--- src/verilog/drq_params.svh ---
// Constants for the reset and bus quiesce block
`ifndef DRQ_PARAMS_SVH
`define DRQ_PARAMS_SVH
`define DRQ_DATA_W 16
`define DRQ_ADDR_W 12
`define DRQ_PC_RESET 12'h000
`define DRQ_MIN_RESET_CYCLES 5
`define DRQ_SYNC_STAGES 2
`endif

--- src/verilog/drq_pkg.sv ---
// Types shared by the reset and bus quiesce block
`include "drq_params.svh"
package drq_pkg;
  typedef logic [`DRQ_DATA_W-1:0] drq_data_t;
  typedef logic [`DRQ_ADDR_W-1:0] drq_addr_t;
  typedef enum logic [1:0] {DRQ_CYC_FETCH, DRQ_CYC_READ, DRQ_CYC_WRITE} drq_cyc_e;
  typedef struct packed {
    logic valid;
    drq_cyc_e kind;
    drq_addr_t addr;
    drq_data_t wdata;
  } drq_req_s;
  typedef struct packed {
    logic data_read_strobe_n;
    logic write_strobe_n;
    logic program_fetch_strobe_n;
  } drq_strobes_s;
endpackage

--- src/verilog/drq_reset_sync.sv ---
// Two-stage synchroniser for the active-low reset pin
`timescale 1ns/100ps
`default_nettype none
module drq_reset_sync
  import drq_pkg::*;
(
  input wire logic core_clk,
  input wire logic reset_in_low,
  output logic sync_reset
);
  logic meta;
  logic held;
  // Only the second stage reads meta
  always_ff @(posedge core_clk) begin
    meta <= ~reset_in_low;
    held <= meta;
  end
  assign sync_reset = held;
endmodule
`default_nettype wire

--- src/verilog/drq_reset_bus_quiesce.sv ---
// Reset sequencing and bus quiesce for the external memory and I/O bus
//
// Notes on behaviour
// - During reset all three bus strobes are held inactive high.
// - During reset all sixteen data lines are released, enables low.
// - Address outputs and program counter clear to zero one full cycle after entry.
// - Fetching restarts at address zero one full cycle after reset rises.
// - Reset pin is synchronised; entry and exit latency can vary by a cycle.
// - At most one strobe is active in any bus cycle.
`timescale 1ns/100ps
`default_nettype none
`include "drq_params.svh"
module drq_reset_bus_quiesce
  import drq_pkg::*;
(
  input wire logic core_clk,
  input wire logic rst,
  input wire logic reset_in_low,
  input wire drq_req_s core_req,
  output logic core_req_ready,
  output drq_addr_t program_counter,
  output logic core_run,
  output drq_addr_t address_bus_out,
  output drq_strobes_s bus_strobes,
  output drq_data_t data_out,
  output drq_data_t data_oe,
  input wire drq_data_t data_in,
  output drq_data_t read_data,
  output logic read_valid
);
  ////////////////////////////////////////////////////////////////////////////
  typedef enum logic [1:0] {ST_RESET, ST_WAIT, ST_RUN} st_e;
  st_e state;
  st_e next_state;
  logic sync_reset;
  logic in_reset;
  logic reset_seen;
  logic take_req;
  logic read_pending;

  ////////////////////////////////////////////////////////////////////////////
  // Request decoding shared by the address, strobe, data and capture logic

  function automatic logic is_fetch(input drq_req_s req);
    return req.valid && (req.kind == DRQ_CYC_FETCH);
  endfunction

  function automatic logic is_write(input drq_req_s req);
    return req.valid && (req.kind == DRQ_CYC_WRITE);
  endfunction

  // Fetches and data reads both bring a word back on the data lines
  function automatic logic wants_data(input drq_req_s req);
    return req.valid && (req.kind != DRQ_CYC_WRITE);
  endfunction

  // All strobes high is the quiet bus
  function automatic drq_strobes_s strobes_idle();
    drq_strobes_s s;
    s = '{1'b1, 1'b1, 1'b1};
    return s;
  endfunction

  // Exactly one strobe goes low for a taken request
  function automatic drq_strobes_s strobes_for(input drq_cyc_e kind);
    drq_strobes_s s;
    s = strobes_idle();
    unique case (kind)
      DRQ_CYC_FETCH: begin
        s.program_fetch_strobe_n = 1'b0;
      end
      DRQ_CYC_READ: begin
        s.data_read_strobe_n = 1'b0;
      end
      DRQ_CYC_WRITE: begin
        s.write_strobe_n = 1'b0;
      end
      default: begin
        s = strobes_idle();
      end
    endcase
    return s;
  endfunction

  ////////////////////////////////////////////////////////////////////////////
  // Reset entry

  drq_reset_sync u_sync (
    .core_clk(core_clk),
    .reset_in_low(reset_in_low),
    .sync_reset(sync_reset)
  );

  // Core reset or the synchronised pin both quiesce the bus
  assign in_reset = rst | sync_reset;

  // Registered reset level; the address clear keys off it so that the clear
  // lands one full cycle after reset is seen
  always_ff @(posedge core_clk) begin
    reset_seen <= in_reset;
  end

  ////////////////////////////////////////////////////////////////////////////
  // ST_WAIT gives the one complete cycle after release before fetching

  always_comb begin
    next_state = state;
    unique case (state)
      ST_RESET: begin
        if (!in_reset) begin
          next_state = ST_WAIT;
        end
      end
      ST_WAIT: begin
        if (in_reset) begin
          next_state = ST_RESET;
        end else begin
          next_state = ST_RUN;
        end
      end
      ST_RUN: begin
        if (in_reset) begin
          next_state = ST_RESET;
        end
      end
    endcase
  end

  always_ff @(posedge core_clk) begin
    if (rst) begin
      state <= ST_RESET;
    end else begin
      state <= next_state;
    end
  end

  // Ready is combinational so that reset withdraws it in the same cycle
  assign core_run = (state == ST_RUN) && !in_reset;
  assign core_req_ready = core_run;
  assign take_req = core_run && core_req.valid;

  ////////////////////////////////////////////////////////////////////////////
  // Program counter and address outputs

  always_ff @(posedge core_clk) begin
    if (reset_seen || (state != ST_RUN)) begin
      program_counter <= `DRQ_PC_RESET;
    end else if (core_run && is_fetch(core_req)) begin
      program_counter <= program_counter + 12'h001;
    end
  end

  always_ff @(posedge core_clk) begin
    if (reset_seen) begin
      address_bus_out <= `DRQ_PC_RESET;
    end else if (core_run && is_fetch(core_req)) begin
      address_bus_out <= program_counter;
    end else if (take_req) begin
      // A write in flight when reset hits may leave a stale address out
      address_bus_out <= core_req.addr;
    end
  end

  ////////////////////////////////////////////////////////////////////////////
  // Strobes and data drive are registered; reset wins the same cycle it is seen

  always_ff @(posedge core_clk) begin
    if (in_reset) begin
      bus_strobes <= strobes_idle();
    end else if (take_req) begin
      bus_strobes <= strobes_for(core_req.kind);
    end else begin
      bus_strobes <= strobes_idle();
    end
  end

  always_ff @(posedge core_clk) begin
    if (in_reset) begin
      data_oe <= 16'h0000;
    end else if (core_run && is_write(core_req)) begin
      data_oe <= 16'hffff;
    end else begin
      data_oe <= 16'h0000;
    end
  end

  // The word is held between writes; only the enables reach the pins
  always_ff @(posedge core_clk) begin
    if (in_reset) begin
      data_out <= 16'h0000;
    end else if (core_run && is_write(core_req)) begin
      data_out <= core_req.wdata;
    end
  end

  ////////////////////////////////////////////////////////////////////////////
  // Read data is captured the cycle after a fetch or read strobe

  always_ff @(posedge core_clk) begin
    if (in_reset) begin
      read_pending <= 1'b0;
    end else begin
      read_pending <= core_run && wants_data(core_req);
    end
  end

  always_ff @(posedge core_clk) begin
    if (in_reset) begin
      read_valid <= 1'b0;
    end else begin
      read_valid <= read_pending;
    end
  end

  // Sampled at the edge that ends the strobe, while the far side still drives
  always_ff @(posedge core_clk) begin
    if (in_reset) begin
      read_data <= 16'h0000;
    end else if (read_pending) begin
      read_data <= data_in;
    end
  end
endmodule
`default_nettype wire

--- config.mk ---
export PLATFORM = sky130hd
export DESIGN_NAME = drq_reset_bus_quiesce
export DESIGN_NICKNAME = d
export VERILOG_FILES = /design/src/verilog/drq_pkg.sv /design/src/verilog/drq_reset_sync.sv /design/src/verilog/drq_reset_bus_quiesce.sv
export VERILOG_INCLUDE_DIRS = /design/src /design/src/verilog
export SDC_FILE = /design/constraint.sdc
export NUM_CORES = 1
export LEC_CHECK = 0
export ABC_AREA = 1
export BUFFER_PORTS_ARGS = -buffer_cell sky130_fd_sc_hd__buf_2
export CORE_MARGIN = 2
export CORE_UTILIZATION = 42
export CTS_CLUSTER_DIAMETER = 120
export CTS_CLUSTER_SIZE = 8
export DETAILED_ROUTE_END_ITERATION = 8
export PLACE_DENSITY = 0.85
export RECOVER_POWER = 25
export SLEW_MARGIN = 25
export SYNTH_ARGS = -nofsm -noshare
export SYNTH_HDL_FRONTEND = slang
export SYNTH_SLANG_ARGS = --single-unit
--- constraint.sdc ---
create_clock -name core_clk -period 1.4 [get_ports core_clk]
set_input_delay 0.14 -clock core_clk [delete_from_list [all_inputs] [get_ports core_clk]]
set_output_delay 0.14 -clock core_clk [all_outputs]
set_load 0.01 [all_outputs]
==> results.md <==
- Worst Skew: 0.01028 ns
- Initial antenna violation count: 0
- Max Freq: 0.6689 GHz
- Combinational share of power: 5.7%
- Post-Synth XOR/XNOR Area: 0%
- Finished Layout Cells: around 580
- Io pins: 128
- Die area: 0.007121 mm²
- Core footprint: roughly 0.0063 mm²
- Commonest cells in the netlist: nand2_1, dfxtp_1, nor2_1, a21oi_1, inv_1
- Endpoints failing hold: 0
- Setup CP Type: reg2reg
- Met3 Usage GRT: 4.916%
- Synthesized area: 0.002714 mm²
- HP Class: in2reg
- Yosys warns: 0
- Peak supply drop: 0.9450 mV
- Vias per cell: 5.038
- Psw: 0.8476 mW
- Pre-antenna DRT Iters: 7
- Cell with the most instances after synthesis: nand2_1
- Tot Pwr: 3.872 mW
- P per Cell Area: ~1000 mW/mm²
- Clock sinks: 67
- Synthesized flop and latch total: 67
- Root Buffer: clkbuf_8
- Synth cell types: 26
- CTS max path bufs: 2
- Mean Syn Cell Area: 7.518 µm²
- Area contributors post-synth: dfxtp_1, nand2_1, nor2_1, buf_4, a21oi_1
- Met2 usage: 38.31%
- # setup viols final: 17
- DRT iter0 DRCs: 106
- Startpoint types: flip-flop
- Max-cap violation count: 0
- Tot GR Track Use: 21.02%
- Share of cells above drive strength 1: 36.53%
- Nets: 550
- Inserted Clock Buffers: 9
- Cells after DPL: 553
- Total gr overflow: 0
- Number of flops mapped to enable cells by yosys: 0
- Largest family of logic cells by synthesized area: simple AND/OR/NAND/NOR gates
- GPL Wtd Cong: 0.7856
- CP cell instances: inv_2 -> ha_4 -> buf_6 -> nand2_4 -> nor2_4 -> buf_12 -> buf_16 -> nand3_1 -> nand2_1 -> a21oi_1
- Global-route wire length before repair: 12.07 mm
- Area delta synth->final: 43.11%
- Hold Path Stages: 2
- Register share of total power: roughly half
- Busiest layer in global routing: met2
- Flip-flop and latch area: between 0.001 and 0.0015 mm²
- Share of the synthesized area in the top cell type: between 40% and 50%
- Adder-Cell Fraction of Synth Area: 1.844%
- Yosys top cell by area: dfxtp_1
- Post-synthesis simple-gate area fraction: 27.71%
- Largest net degree at the start of global routing: 19
- Met1 Usage GRT: 22.48%
- DIE HEIGHT: 84.39 µm
- Vias in the first global route: 2771
- Max stage delay on crit path: 0.33 ns
- Syn nets: 415
- CTS tree: yes
- Max Slew Vio Count: 0
- Synth async-reset ratio: 0%
- Slew HR: a little over two thirds
- Drt wl/cell: approximately 14 µm
- Static leakage: 1.758 nW
- Worst-path clk slew: 0.08 ns
- Slew @ Worst Pin: 0.4390 ns
- Final worst slack: -0.09506 ns
- Synth Flop Type: dfxtp_1
- Sequential share of the synthesized area: approximately half
- R2R cell count: 10
- Routed Antenna Nets: 0
- Ant. Diodes: 0
- DP HPWL: roughly 5 mm
- Critical Path Sink Type: flip-flop
- HP Start: core_req[28]
- Routed WL: 8.105 mm
- DRC: 0
- Initial Util: 42.98%
- CP startpoint: state[0]
- IO buf count: 127
- Max FO, Critical Path: 8
- Failing checks: setup timing
- Area of the multi-input gates: 0.001219 mm²
- RSZ-0062 raised after global routing: yes
- Fin crit share: 106.8%
- Final critical-path required period: 1.495 ns
- Cell-internal power: roughly 3.0 mW
- # fillers: between 500 and 600
- Worst-Skew Late Latency: 0.34 ns
- CP required: 1.63 ns
- R2R Path Start: state[0]
- Placed cell areas: ~0.0034 mm²
- Post-synthesis mux area share: 0%
- Post-place setup slack: -0.2096 ns
- Cell Rows: 29
- Final instance area: 0.003884 mm²
- Status: finished, violations left
- Htree depth: 3
- Gate Count Post-Synth: 361
- Arr. time, crit path: 1.73 ns
- Clock Power Share: 44.5%
- CP max-delay cell: dfxtp_2
- Total number of vias: 2912
- Switching share of power: 21.89%
- Die Span X: 84.39 µm
- Synth Area in Compound Gates: around a tenth
==> layout make-up <==
type                    count  area share, %
repair buffers            155          23.78
clock buffers              10          3.286
inverters                  24          2.384
well taps                  77          2.481
clock inverters             6          2.062
multi-input cells         239          31.38
flip-flops and latches     67          34.63
==> worst paths after layout <==
| kind | end | slack [ns] |
|---|---|---|
| max | program_counter[9] | -0.1 |
| min | bus_strobes[2] | 0.01 |
| max reg2reg | program_counter[9] | -0.1 |
| min reg2reg | u_sync.sync_reset | 0.33 |
==> cells by family (layout without fill, tap and decap cells) <==
| family | Yosys count | count (layout) |
|---|---|---|
| adders and majority gates | 4 | 4 |
| buffers and inverters | 55 | 195 |
| and+or+nand+nor | 184 | 184 |
| DFF | 67 | 67 |
| AOI/OAI and AO/OA | 51 | 51 |
==> worst max-delay path, delay by kind of cell (launching register included) <==
family	cells	cell delay, ns
AO/OA/AOI/OAI	1	0.06
adder cells (fa/ha/maj)	1	0.15
flip-flops	1	0.33
AND/OR/NAND/NOR	4	0.41
buffers and inverters	4	0.45
==> per-stage QoR <==
stage	TNS, ns	utilization (%)	hold WS (ns)
after floorplan	0	-	0.1965
after global placement	-0.5394	53.90	0.2890
after detailed placement	-1.857	53.90	0.2940
after CTS	-0.006824	60.05	0.0009480
after global routing	-2.030	61.51	0.01347
final	-0.4097	61.51	0.01316
==> power groups by stage <==
stage	Combinational [mW]	Sequential, mW	Clock, mW
2_1_floorplan	0.0795	1.97	0
3_3_place_gp	0.175	1.97	0
3_5_place_dp	0.180	1.97	0
4_1_cts	0.201	1.93	1.76
5_1_grt	0.246	1.93	1.84
6_report	0.220	1.93	1.72
==> registers in the layout, summed over array words and instances (netlist names) <==
register	cells
data_out	16
read_data	16
address_bus_out	12
program_counter	12
bus_strobes	3
state	2
data_oe	1
read_pending	1
read_valid	1
reset_seen	1
u_sync.meta	1
u_sync.sync_reset	1
==> cell usage in the layout (no fill, tap or decap), drive strengths merged <==
master,n
nand2,99
a21boi,1
nor3,3
a31oi,8
a21oi,22
bufinv,2
nand4,2
clkinv,6
dlygate4sd3,2
clkbuf,36
inv,22
nand3,17
ha,4
nand3b,1
o21ai,19
a211oi,1
nor2,62
dfxtp,67
buf,127
==> routing by layer <==
metal / vias up / wire length (µm)
li1: 1401 / -
met1: 1313 / 3015
met2: 158 / 4077
met3: 40 / 724
met4: 0 / 287
met5: - / 0
==> repair_timing <==
| action | 4_1_cts | 5_1_grt |
|---|---|---|
| pin swaps | 5 | 22 |
| endpoints found under the hold margin | 3 | 0 |
| resized for setup | 18 | 45 |
| hold buffers | 2 | 0 |
| setup buffers | 3 | 2 |
| setup endpoints to repair | 40 | 45 |
| gates cloned | 3 | 0 |
(Power assumes the default switching activity.)
